[config.mk]
export PLATFORM = sky130hd
export DESIGN_NAME = angle_result_and_conversion
export DESIGN_NICKNAME = d
export VERILOG_FILES = /design/src/rtl/angle_result_and_conversion.v
export VERILOG_INCLUDE_DIRS = /design/src /design/src/rtl
export SDC_FILE = /design/constraint.sdc
export NUM_CORES = 2
export LEC_CHECK = 0
export ABC_CLOCK_PERIOD_IN_PS = 9900
export BUFFER_PORTS_ARGS = -buffer_cell sky130_fd_sc_hd__buf_2
export CAP_MARGIN = 10
export CORE_MARGIN = 8
export CORE_UTILIZATION = 65
export CTS_CLUSTER_SIZE = 30
export DETAILED_ROUTE_END_ITERATION = 7
export PLACE_DENSITY = 0.8
export SYNTH_ARGS = -nofsm -noshare
export SYNTH_HDL_FRONTEND = slang
export SYNTH_SLANG_ARGS = --single-unit
[constraint.sdc]
create_clock -name mclk -period 9.9 [get_ports mclk]
set_input_delay 0.495 -clock mclk [delete_from_list [all_inputs] [get_ports mclk]]
set_output_delay 0.495 -clock mclk [all_outputs]
set_load 0.05 [all_outputs]
[src/rtl/angle_result_consts.vh]
`ifndef ANGLE_RESULT_CONSTS_VH
`define ANGLE_RESULT_CONSTS_VH

// Register offsets
`define ADDR_TALLY 8'h10
`define ADDR_TRIM 8'h11
`define ADDR_ANGLE 8'h13
`define ADDR_LENGTH 8'h14

// Trim register fields
`define TRIM_SEL_HI 15
`define TRIM_SEL_LO 14
`define TRIM_GAIN_HI 10
`define TRIM_GAIN_LO 0
`define TRIM_RESET 16'h0000
`define RESULT_RESET 16'h0000

// Tally control codes
`define TALLY_CLEAR 2'h0
`define TALLY_FAST 2'h1
`define TALLY_SLOW 2'h2
`define TALLY_HOLD 2'h3

// Operating modes and sequences
`define MODE_TRIG_A 3'h0
`define MODE_TRIG_B 3'h1
`define MODE_CONT 3'h2
`define MODE_TRIG_C 3'h3
`define SEQ_XZX 4'hD
`define AXIS_NONE 2'h0
`define AXIS_X 2'h1
`define AXIS_Y 2'h2
`define AXIS_Z 2'h3

// Angle arithmetic, sixteenths of a degree
`define DEG360 20'h01680
`define DEG180 20'h00B40
`define MAG_SCALE 10'h137
`define CORDIC_LAST 4'h9

// Timing, ns, and the clock rate
`define CLK_MHZ 250
`define SPIN_NS 4000
`define ADC_NS 2000
`define UPDATE_NS 25000
`define WAKE_A_NS 1000
`define WAKE_B_NS 2000
`define WAKE_C_NS 3000
`define NS_TO_CYC(t) ((((t) * `CLK_MHZ) + 999) / 1000)

`endif

[src/rtl/angle_result_and_conversion.v]
// Behaviour
// - Count cycles of the chosen oscillator; tally reads as 16 bits, read-only.
// - The tally wraps to zero past its maximum and keeps counting.
// - Control code 0 clears, 1 counts fast, 2 counts slow, 3 holds.
// - Axis-select field picks trimmed axis: 0 none, 1 X, 2 Y, 3 Z.
// - Host writes 11-bit gain; selected axis is scaled by gain over 1024.
// - Angle reads 0 to 360 degrees, unsigned, in the low 13 bits.
// - Low four angle bits hold the fraction in sixteenths of a degree.
// - A read-only 16-bit value holds the vector length of the two axes.
// - Angle comes from exactly two axes chosen by a configuration field.
// - Mode 010b converts continuously without triggers.
// - Each conversion spins and integrates, then digitises into the result.
// - Spinning of the next sample overlaps digitising of the previous one.
// - In continuous mode the update interval sets the sample rate.
// - Modes 000b, 001b, 011b convert once per trigger after a mode-set delay.
// - SPI command, alert pin or chip select each start a triggered conversion.
// - Enable code 1101b converts X, Z, X.
// - Result registers change only when a conversion completes.
`timescale 1ns/10ps
`default_nettype none
`include "angle_result_consts.vh"

module angle_result_and_conversion #(
  parameter [15:0] SPIN_CYC = `NS_TO_CYC(`SPIN_NS),
  parameter [15:0] ADC_CYC = `NS_TO_CYC(`ADC_NS),
  parameter [15:0] UPDATE_CYC = `NS_TO_CYC(`UPDATE_NS)
) (
  input wire mclk,
  input wire srst,
  input wire [7:0] reg_addr,
  input wire reg_wr,
  input wire [15:0] reg_wdata,
  output reg [15:0] reg_rdata,
  input wire [1:0] tally_control,
  input wire fast_internal_oscillator,
  input wire slow_internal_oscillator,
  input wire [2:0] operating_mode,
  input wire [3:0] axis_conversion_enables,
  input wire [1:0] angle_pick,
  input wire spi_trigger,
  input wire alert_n,
  input wire chip_select_n,
  input wire signed [15:0] sample_x,
  input wire signed [15:0] sample_y,
  input wire signed [15:0] sample_z,
  output reg conv_busy,
  output reg conv_done
);

  localparam [2:0] ST_IDLE = 3'b001;
  localparam [2:0] ST_WAKE = 3'b010;
  localparam [2:0] ST_RUN = 3'b100;
  localparam [15:0] WAKE_A_CYC = `NS_TO_CYC(`WAKE_A_NS) - 1;
  localparam [15:0] WAKE_B_CYC = `NS_TO_CYC(`WAKE_B_NS) - 1;
  localparam [15:0] WAKE_C_CYC = `NS_TO_CYC(`WAKE_C_NS) - 1;

  // ----------------------------------------
  // Functions
  // ----------------------------------------
  function [1:0] seq_axis;
    input [3:0] en;
    input [1:0] idx;
    reg [1:0] n;
    integer k;
    begin
      seq_axis = `AXIS_NONE;
      n = 2'h0;
      if (en == `SEQ_XZX) begin
        if (idx == 2'h1)
          seq_axis = `AXIS_Z;
        else if (idx != 2'h3)
          seq_axis = `AXIS_X;
      end else begin
        for (k = 0; k < 3; k = k + 1) begin
          if (en[k]) begin
            if (n == idx)
              seq_axis = k[1:0] + 2'h1;
            n = n + 2'h1;
          end
        end
      end
    end
  endfunction

  function signed [19:0] apply_trim;
    input signed [15:0] v;
    input hit;
    input [10:0] g;
    reg signed [27:0] p;
    begin
      p = v * $signed({1'b0, g});
      if (hit)
        apply_trim = {{2{p[27]}}, p[27:10]};
      else
        apply_trim = {{4{v[15]}}, v};
    end
  endfunction

  function signed [19:0] atan_step;
    input [3:0] i;
    begin
      case (i)
        4'h0: atan_step = 20'sh002D0;
        4'h1: atan_step = 20'sh001A9;
        4'h2: atan_step = 20'sh000E1;
        4'h3: atan_step = 20'sh00072;
        4'h4: atan_step = 20'sh00039;
        4'h5: atan_step = 20'sh0001D;
        4'h6: atan_step = 20'sh0000E;
        4'h7: atan_step = 20'sh00007;
        4'h8: atan_step = 20'sh00004;
        default: atan_step = 20'sh00002;
      endcase
    end
  endfunction

  // ----------------------------------------
  // Pin synchronisers
  // ----------------------------------------
  reg [3:0] sync_a;
  reg [3:0] sync_b;
  reg [3:0] sync_c;
  wire [3:0] pins_in;
  wire fast_rise;
  wire slow_rise;
  wire alert_fall;
  wire cs_rise;

  assign pins_in = {chip_select_n, alert_n, slow_internal_oscillator,
                    fast_internal_oscillator};

  always @(posedge mclk) begin
    if (srst) begin
      sync_a <= 4'hF;
      sync_b <= 4'hF;
      sync_c <= 4'hF;
    end else begin
      sync_a <= pins_in;
      sync_b <= sync_a;
      sync_c <= sync_b;
    end
  end

  assign fast_rise = sync_b[0] & ~sync_c[0];
  assign slow_rise = sync_b[1] & ~sync_c[1];
  assign alert_fall = ~sync_b[2] & sync_c[2];
  assign cs_rise = sync_b[3] & ~sync_c[3];

  // ----------------------------------------
  // Oscillator tally
  // ----------------------------------------
  reg [15:0] tally;

  always @(posedge mclk) begin
    if (srst) begin
      tally <= `RESULT_RESET;
    end else begin
      case (tally_control)
        `TALLY_CLEAR: tally <= `RESULT_RESET;
        `TALLY_FAST: tally <= tally + {15'h0000, fast_rise};
        `TALLY_SLOW: tally <= tally + {15'h0000, slow_rise};
        default: tally <= tally;
      endcase
    end
  end

  // ----------------------------------------
  // Conversion sequencer
  // ----------------------------------------
  reg [2:0] state;
  reg [15:0] wake_cnt;
  reg [15:0] tick_cnt;
  reg [1:0] seq_idx;
  reg seq_open;
  reg spin_busy;
  reg [15:0] spin_cnt;
  reg [1:0] spin_axis;
  reg adc_busy;
  reg [15:0] adc_cnt;
  reg [1:0] adc_axis;
  reg signed [15:0] adc_val;
  reg [3:0] done;
  reg signed [15:0] x_res;
  reg signed [15:0] y_res;
  reg signed [15:0] z_res;
  reg [15:0] trim;
  reg cordic_busy;
  reg [15:0] wake_load;
  reg signed [15:0] spin_sample;
  reg [1:0] pick_h;
  reg [1:0] pick_v;

  wire is_cont = operating_mode == `MODE_CONT;
  wire is_trig = operating_mode == `MODE_TRIG_A || operating_mode == `MODE_TRIG_B ||
                 operating_mode == `MODE_TRIG_C;
  wire trigger = spi_trigger | alert_fall | cs_rise;
  wire [1:0] cur_axis = seq_axis(axis_conversion_enables, seq_idx);
  wire [1:0] nxt_axis = seq_axis(axis_conversion_enables, seq_idx + 2'h1);
  wire restart = state == ST_RUN && is_cont && tick_cnt == 16'h0000;
  wire issue = state == ST_RUN && seq_open && !restart && !spin_busy;
  wire spin_end = spin_busy && spin_cnt == 16'h0000 && !adc_busy;
  wire adc_end = adc_busy && adc_cnt == 16'h0000;
  wire launch = angle_pick != 2'h0 && done[pick_h] && done[pick_v] && !cordic_busy;
  // Pending launch keeps the sequencer busy until the angle is out
  wire pipe_empty = !spin_busy && !adc_busy && !cordic_busy && !launch;

  always @* begin
    case (operating_mode)
      `MODE_TRIG_B: wake_load = WAKE_B_CYC;
      `MODE_TRIG_C: wake_load = WAKE_C_CYC;
      default: wake_load = WAKE_A_CYC;
    endcase
    case (spin_axis)
      `AXIS_Y: spin_sample = sample_y;
      `AXIS_Z: spin_sample = sample_z;
      default: spin_sample = sample_x;
    endcase
    case (angle_pick)
      2'h2: begin
        pick_h = `AXIS_Y;
        pick_v = `AXIS_Z;
      end
      2'h3: begin
        pick_h = `AXIS_X;
        pick_v = `AXIS_Z;
      end
      default: begin
        pick_h = `AXIS_X;
        pick_v = `AXIS_Y;
      end
    endcase
  end

  always @(posedge mclk) begin
    if (srst) begin
      state <= ST_IDLE;
      wake_cnt <= 16'h0000;
      tick_cnt <= 16'h0000;
      seq_idx <= 2'h0;
      seq_open <= 1'b0;
      spin_busy <= 1'b0;
      spin_cnt <= 16'h0000;
      spin_axis <= `AXIS_NONE;
      adc_busy <= 1'b0;
      adc_cnt <= 16'h0000;
      adc_axis <= `AXIS_NONE;
      adc_val <= 16'sh0000;
      done <= 4'h0;
      x_res <= 16'sh0000;
      y_res <= 16'sh0000;
      z_res <= 16'sh0000;
      conv_busy <= 1'b0;
      conv_done <= 1'b0;
    end else begin
      conv_busy <= state != ST_IDLE;
      conv_done <= adc_end;
      case (state)
        ST_IDLE: begin
          if (is_cont) begin
            state <= ST_RUN;
            tick_cnt <= 16'h0000;
          end else if (is_trig && trigger && pipe_empty) begin
            state <= ST_WAKE;
            wake_cnt <= wake_load;
          end
        end
        ST_WAKE: begin
          if (wake_cnt == 16'h0000) begin
            state <= ST_RUN;
            seq_open <= 1'b1;
            seq_idx <= 2'h0;
            done <= 4'h0;
          end else begin
            wake_cnt <= wake_cnt - 16'h0001;
          end
        end
        ST_RUN: begin
          if (restart) begin
            tick_cnt <= UPDATE_CYC - 16'h0001;
            seq_open <= 1'b1;
            seq_idx <= 2'h0;
            done <= 4'h0;
          end else if (is_cont) begin
            tick_cnt <= tick_cnt - 16'h0001;
          end else if (!seq_open && pipe_empty) begin
            state <= ST_IDLE;
          end
          if (!is_cont && !is_trig)
            seq_open <= 1'b0;
        end
        default: state <= ST_IDLE;
      endcase
      if (issue) begin
        if (cur_axis != `AXIS_NONE) begin
          spin_busy <= 1'b1;
          spin_cnt <= SPIN_CYC - 16'h0001;
          spin_axis <= cur_axis;
        end
        seq_idx <= seq_idx + 2'h1;
        if (cur_axis == `AXIS_NONE || nxt_axis == `AXIS_NONE || seq_idx == 2'h2)
          seq_open <= 1'b0;
      end
      if (spin_busy && spin_cnt != 16'h0000)
        spin_cnt <= spin_cnt - 16'h0001;
      if (spin_end) begin
        spin_busy <= 1'b0;
        adc_busy <= 1'b1;
        adc_cnt <= ADC_CYC - 16'h0001;
        adc_axis <= spin_axis;
        adc_val <= spin_sample;
      end
      if (adc_busy && adc_cnt != 16'h0000)
        adc_cnt <= adc_cnt - 16'h0001;
      if (launch) begin
        done[pick_h] <= 1'b0;
        done[pick_v] <= 1'b0;
      end
      if (adc_end) begin
        adc_busy <= 1'b0;
        done[adc_axis] <= 1'b1;
        case (adc_axis)
          `AXIS_Y: y_res <= adc_val;
          `AXIS_Z: z_res <= adc_val;
          default: x_res <= adc_val;
        endcase
      end
    end
  end

  // ----------------------------------------
  // Angle and vector length
  // ----------------------------------------
  reg signed [19:0] cx;
  reg signed [19:0] cy;
  reg signed [19:0] cz;
  reg [3:0] step;
  reg [15:0] angle_out;
  reg [15:0] length_out;
  reg signed [15:0] raw_h;
  reg signed [15:0] raw_v;

  wire [1:0] trim_sel = trim[`TRIM_SEL_HI:`TRIM_SEL_LO];
  wire [10:0] trim_gain = trim[`TRIM_GAIN_HI:`TRIM_GAIN_LO];
  wire signed [19:0] th = apply_trim(raw_h, trim_sel == pick_h, trim_gain);
  wire signed [19:0] tv = apply_trim(raw_v, trim_sel == pick_v, trim_gain);
  wire signed [19:0] cz_wrap = cz + `DEG360;
  wire [29:0] mag_prod = cx[19:0] * `MAG_SCALE;

  always @* begin
    case (pick_h)
      `AXIS_Y: raw_h = y_res;
      default: raw_h = x_res;
    endcase
    case (pick_v)
      `AXIS_Y: raw_v = y_res;
      default: raw_v = z_res;
    endcase
  end

  always @(posedge mclk) begin
    if (srst) begin
      cx <= 20'sh00000;
      cy <= 20'sh00000;
      cz <= 20'sh00000;
      step <= 4'h0;
      cordic_busy <= 1'b0;
      angle_out <= `RESULT_RESET;
      length_out <= `RESULT_RESET;
    end else if (launch) begin
      cordic_busy <= 1'b1;
      step <= 4'h0;
      if (th < 0) begin
        cx <= -th;
        cy <= -tv;
        cz <= `DEG180;
      end else begin
        cx <= th;
        cy <= tv;
        cz <= 20'sh00000;
      end
    end else if (cordic_busy) begin
      // Extra cycle so the last step reaches the outputs
      if (step == `CORDIC_LAST + 4'h1) begin
        cordic_busy <= 1'b0;
        if (cz < 0)
          angle_out <= {3'h0, cz_wrap[12:0]};
        else
          angle_out <= {3'h0, cz[12:0]};
        length_out <= mag_prod[24:9];
      end else begin
        if (cy >= 0) begin
          cx <= cx + (cy >>> step);
          cy <= cy - (cx >>> step);
          cz <= cz + atan_step(step);
        end else begin
          cx <= cx - (cy >>> step);
          cy <= cy + (cx >>> step);
          cz <= cz - atan_step(step);
        end
        step <= step + 4'h1;
      end
    end
  end

  // ----------------------------------------
  // Register port
  // ----------------------------------------
  always @(posedge mclk) begin
    if (srst) begin
      trim <= `TRIM_RESET;
      reg_rdata <= 16'h0000;
    end else begin
      if (reg_wr && reg_addr == `ADDR_TRIM)
        trim <= {reg_wdata[15:14], 3'h0, reg_wdata[10:0]};
      case (reg_addr)
        `ADDR_TALLY: reg_rdata <= tally;
        `ADDR_TRIM: reg_rdata <= trim;
        `ADDR_ANGLE: reg_rdata <= angle_out;
        `ADDR_LENGTH: reg_rdata <= length_out;
        default: reg_rdata <= 16'h0000;
      endcase
    end
  end

endmodule
`default_nettype wire

# Word-level counts from Yosys, hierarchy flattened
# Memories as Yosys holds them, arrays and structs flattened. A register that Yosys moved wholly into a read port is not among the register bits.
# Index checks and enable logic that the tools add are counted.
totals:
  rom_bits: 320
  out_inout_bits: 18
  regBits: 300
  mem_count: 2
  elab_cells: 317
  input_bits: 91
classes:
  addsub: 18
  n_bitwise: 18
  mul: 3
  n_reduce_logical: 75
  n_shift: 2
  n_eq_ne: 47
  mux: 112
  magnitude_cmp: 9
mem_list:
  columns: ["name", "depth", "word_bits", "read_ports", "rd_clocked_by_memory_dff", "write_ports", "line", "text"]
  rows:
  - ["(name not given)", 16, 10, 1, 1, 0, "angle_result_and_conversion.v:102", "case (i)"]
  - ["(name not given)", 16, 10, 1, 1, 0, "angle_result_and_conversion.v:102", null]
ops:
  columns: ["cell", "n"]
  rows:
  - ["$mux W20", 26]
  - ["$mux W16", 13]
  - ["$pmux W16 S2", 3]
  - ["$logic_not A16 Y1", 4]
  - ["$pmux W16 S4", 1]
  - ["$sub A16 B1 Y16 const B", 4]
  - ["$add A20 B20 Y20", 3]
  - ["$sub A20 B20 Y20", 3]
  - ["$mul A16 B12 Y28", 2]
  - ["$pmux W16 S3", 1]
  - ["$lt A20 B1 Y1 const B", 2]
  - ["$mux W4", 10]
  - ["$neg A20 Y20", 2]
  - ["$sshr A20 B4 Y20", 2]
  - ["$mux W2", 19]
  - ["$add A16 B1 Y16", 2]
  - ["$eq A8 B5 Y1 const B", 4]
  - ["$reduce_bool A16 Y1", 2]
  - ["$mul A20 B9 Y25 const B", 1]
  - ["$logic_and A1 B1 Y1", 24]
  - ["$mux W1", 21]
  - ["$eq A2 B2 Y1 const B", 10]
  - ["$ge A20 B1 Y1 const B", 1]
  - ["$ne A2 B2 Y1 const B", 10]
  - ["41 further kinds", 114]

# Longest topological paths before layout
logic_depth:
  ltp_word: 14
  mapped_depth: 31
  ltp_nobuf: 27

# Worst setup path before layout
# Ideal clock, no wire load.
synth_timing:
  path_kind: "input-to-reg"
  from: "in angle_pick[1]"
  to: "reg cy[14]"
  required_time_ns: 9.797
  setup_ns: 0.103
  t_arrival_ns: 7.621
  n_path_buf: 4
  cell_stages: 28
  slack_ns: 2.176
  cell_sequence: "buf_4 -> clkbuf_1 -> buf_1 -> mux2_2 -> clkbuf_1 -> and2_1 -> ha_1 -> inv_1 -> fa_1 -> inv_1 -> fa_1 -> fa_1 -> inv_1 -> fa_1 -> inv_1 -> ha_1 -> nand3_1 -> o32ai_1 -> a21o_1 -> nor2_1 -> or3_1 -> a32oi_1 -> nand4bb_1 -> nor4_2 -> nand3_1 -> o31ai_1 -> xor2_1 -> a2111oi_2"
synth_via:
  elab_chain_cells: 10
  word_cells_on_any_way: 30
  classes_between: "add/sub (1); mul (2); order compare (1); eq/ne (7); mux (12); reduce/logical (7)"
synth_rtl:
  columns: ["item", "line", "text"]
  rows:
  - ["start: declaration", "angle_result_and_conversion.v:39", "input wire [1:0] angle_pick,"]
  - ["$eq A2 B2 Y1", "angle_result_and_conversion.v:218", "case (angle_pick)"]
  - ["$reduce_or A2 Y1 (no line)", null, null]
  - ["$mux W1", "angle_result_and_conversion.v:218", null]
  - ["$eq A2 B2 Y1", "angle_result_and_conversion.v:354", "case (pick_v)"]
  - ["$mux W16", "angle_result_and_conversion.v:354", null]
  - ["$mul A16 B12 Y28", "angle_result_and_conversion.v:91", "p = v * $signed({1'b0, g});"]
  - ["$mux W20", "angle_result_and_conversion.v:92", "if (hit)"]
  - ["$neg A20 Y20", "angle_result_and_conversion.v:374", "cy <= -tv;"]
  - ["$mux W20", "angle_result_and_conversion.v:372", "if (th < 0) begin"]
  - ["$mux W20", "angle_result_and_conversion.v:369", "end else if (launch) begin"]
  - ["end signal: assignment", "angle_result_and_conversion.v:374", null]
  - ["end signal: assignment", "angle_result_and_conversion.v:378", "cy <= tv;"]
  - ["end signal: assignment", "angle_result_and_conversion.v:393", "cy <= cy - (cx >>> step);"]
  - ["end: declaration", "angle_result_and_conversion.v:334", "reg signed [19:0] cy;"]
# Parallel ways exist; a longest one is shown, timed or not. The select of a mux whose other input is x is not followed.
# A chain may end at the register's enable or synchronous reset.

# Worst setup path after layout
# Ends and elaborated chain as after synthesis.

==> results.toml <==
[run_status]
outcome = "completed"

[pwr]
p_leak_nw = 17.7
p_per_area_mw_per_mm2 = 79.0
ir_worst_vdd_v = 0.000128

[worst_setup_path]
cp.arrival_ps = 8560
r2r_end = "cy[14]"
cp-startpoint = "angle_pick[1]"
regToRegSetupSlack_ps = 1850
critPathKind = "in -> reg"
worstRegToRegCells = 23
endpoint_kind = "flop"
worstPathRequired_ps = 10340
cp-start-kind = "primary input"
rr_startpoint = "trim[5]"
critPathMaxFanout = 30

[logic_synthesis]
synth_edf_count = 0
synthSimpleGateAreaFrac_pct = 18.4
ys_ff_latch = 306
synth_area_mm2 = 0.0360
yosysUniqueCellTypes = 94
async_reset_ff_share_pct = 0
yosys_warnings = 0
yosys.area_share.xor_xnor_pct = 5.14
netlist_instances = 4346
ys.flop_type = "dfxtp_1"
synth_area_leaders = "fa_1 (22%), dfxtp_1 (17%), ha_1 (9.4%)"
synth_top_cell_by_area = "fa_1"
netlist.area_leader.share_pct = 21.7
synth_top_family_by_area = "adder cells"
synth_most_common_cell = "nand2_1"
avgSynthCellArea_um2 = 8.27
ys_seq_area_share_pct = 17.0
muxShareOfSynthArea_pct = 6.02
synth_compound_area_share_pct = 13.7
syn_nets = 5096
ys_top_cells_by_count = "nand2_1 (626), inv_1 (585), fa_1 (390)"
synth_adder_area_share_pct = 31.1

[sta]
layout_setup_ws_ps = 1790
slew_headroom_pct = 23.9
clock.fmax_ghz = 0.123
finalHoldViolCount = 0
fin_skew_ps = 25.0
min_period_ps = 8110
setup-violations-final = 0
drv_slew = 0
worst_slew_pin_slew_ps = 1140
rsz0062_at_grt = "false"
setup_tns_ps = 0
period_share_pct = 82.0

[flow_run]
cap_viol_max_count = 0

[clock_tree]
clkTransAtPathRegs_ps = 60
cts_root_buf = "clkbuf_16"
cts_setup_buffers = 0
cts_tree = "yes"
cts_buffers = 36
ctsResizeCount = 0
holdBufCountCts = 0
clock_sinks = 306
clk_latency_ps = 560
htreeDepth = 2
cts_max_path_buffers = 3

[placement]
port_buffers = 105
dp_hpwl_um = 66100
gp_congestion = 0.944
dpl_worst_slack_ps = 1310

[detailed_routing]
initialDrtViolationCount = 2000
ant_nets = 0
vias = 30000
detail_route.wl_per_cell_um = 17.7
drt_wl_total_um = 89000
drc = 0
avgViaCountPerCell = 5.97
drt_first_pass_iters = 6

[grt]
use_met3_pct = 3.72
grt_overflow_total = 0
busiest_layer = "met2"
grt.total_usage_pct = 28.2
met1_usage_pct = 34.9
antenna_found_initial = 3
use_met2_pct = 49.4
grt_pass1_vias = 30300
grt_pass1_wl_um = 148000
grt_max_degree = 114

[cells_and_area]
area_growth_pct = 5.78
drive_gt1_share_pct = 8.03
nNetsFinal = 5042
postLayoutCoreUtil_pct = 69.3

[die]
top_level_ports = 109
die_x_um = 251
die_area_mm2 = 0.0631
fp.dieH_um = 251
std_cell_rows = 86
start_util_pct = 65.5
core_area_mm2 = 0.0549

[hold_path]
hp-class = "in -> reg"
worstHoldStart = "alert_n"
min_path_cells = 2
min_to = "sync_a[2]"
metrics by stage:
stage | instance area, µm² | cells | total power, mW | hold slack, ps
2_1_floorplan | 36000 | 4346 | 1.53 | 389
3_3_place_gp | 36700 | 4958 | 1.59 | 397
3_5_place_dp | 36700 | 4958 | 1.60 | 399
4_1_cts | 38000 | 5024 | 3.02 | 102
5_1_grt | 38000 | 5026 | 3.11 | 120
6_report | 38000 | 5026 | 3.01 | 124
layer usage:
metal	vias up	wire, µm
li1	14200	-
met1	14600	36200
met2	935	43900
met3	240	5230
met4	2	3550
met5	-	11
cells in the final DEF, fill, tap and decap left out, types with 14 or more instances in the layout:
| master | synthesis | layout |
|---|---|---|
| nor2_1 | 291 | 290 |
| or3_1 | 34 | 34 |
| and3_1 | 22 | 22 |
| nor3_1 | 77 | 77 |
| ha_1 | 269 | 269 |
| o31ai_1 | 23 | 23 |
| a211o_1 | 15 | 15 |
| o21ai_0 | 101 | 101 |
| dfxtp_1 | 306 | 303 |
| a22oi_1 | 14 | 14 |
| nand3_1 | 76 | 76 |
| mux4_2 | 36 | 36 |
| a31oi_1 | 34 | 33 |
| a211oi_1 | 63 | 63 |
| and2_1 | 132 | 132 |
| buf_2 | 14 | 104 |
| o21bai_1 | 18 | 18 |
| mux2_2 | 49 | 49 |
| inv_1 | 585 | 585 |
| nor4_1 | 17 | 16 |
| a21o_1 | 44 | 44 |
| nand2_1 | 626 | 625 |
| mux2i_1 | 77 | 76 |
| nand2b_1 | 33 | 33 |
| o21a_1 | 21 | 21 |
| or2_2 | 32 | 32 |
| a21oi_1 | 269 | 268 |
| xnor2_1 | 122 | 122 |
| o211ai_1 | 14 | 14 |
| nand4_1 | 16 | 16 |
| xor2_1 | 89 | 89 |
| nor2b_1 | 19 | 19 |
| clkbuf_16 | 0 | 38 |
| fa_1 | 390 | 390 |
| or4_1 | 14 | 14 |
| buf_4 | 3 | 30 |
| a221oi_1 | 16 | 16 |
critical path: stages:
cell and delay, ps:
buf_2 490, nand2b_4 350, mux2_2 550, nand2_1 140
fa_1 540, fa_1 520, fa_1 550, inv_1 50
fa_1 480, inv_1 50, fa_1 480, inv_1 40
ha_1 340, a21oi_1 160, o211ai_1 200, a31oi_4 240
a211oi_2 130, a311oi_4 440, a211oi_1 180, or4_4 530
a31oi_4 750, o31ai_1 200, xor2_1 230, a2111oi_2 380
logic make-up after synthesis:
family / Yosys count
fa+ha+maj: 659
xor+xnor: 211
simple gates: 1437
compound gates: 754
buf+inv: 815
mux: 164
flops: 306
power by group:
part	total, mW	internal [mW]	switching (mW)
clock network	1.43	0.875	0.553
logic	0.285	0.109	0.176
registers	1.29	1.26	0.0291
cell type report:
cell class	count	area (µm²)
multi-input combinational	3225	26800
fill	4366	16800
clock buffer	50	1050
antenna	2	5.00
inverter	588	2210
timing repair buffer	135	759
tap	704	881
sequential	306	6130
clock inverter	16	230
how the worst max path moves through the flow:
stage,to,slack (ps)
2_1_floorplan,cy[14],2180
3_3_place_gp,cx[16],1420
3_5_place_dp,cy[14],1310
4_1_cts,cy[14],1860
5_1_grt,cx[16],1410
6_report,cy[14],1790
state kept, by name (all words and copies together), names as in the netlist, 13 cells and up, named ones only:
signal      count
cz             20
tally          16
adc_cnt        16
wake_cnt       16
tick_cnt       16
reg_rdata      16
adc_val        16
angle_out      13
cx             20
spin_cnt       16
y_res          16
trim           13
cy             20
length_out     16
z_res          16
x_res          16
Power figures use the tool's default switching activity.
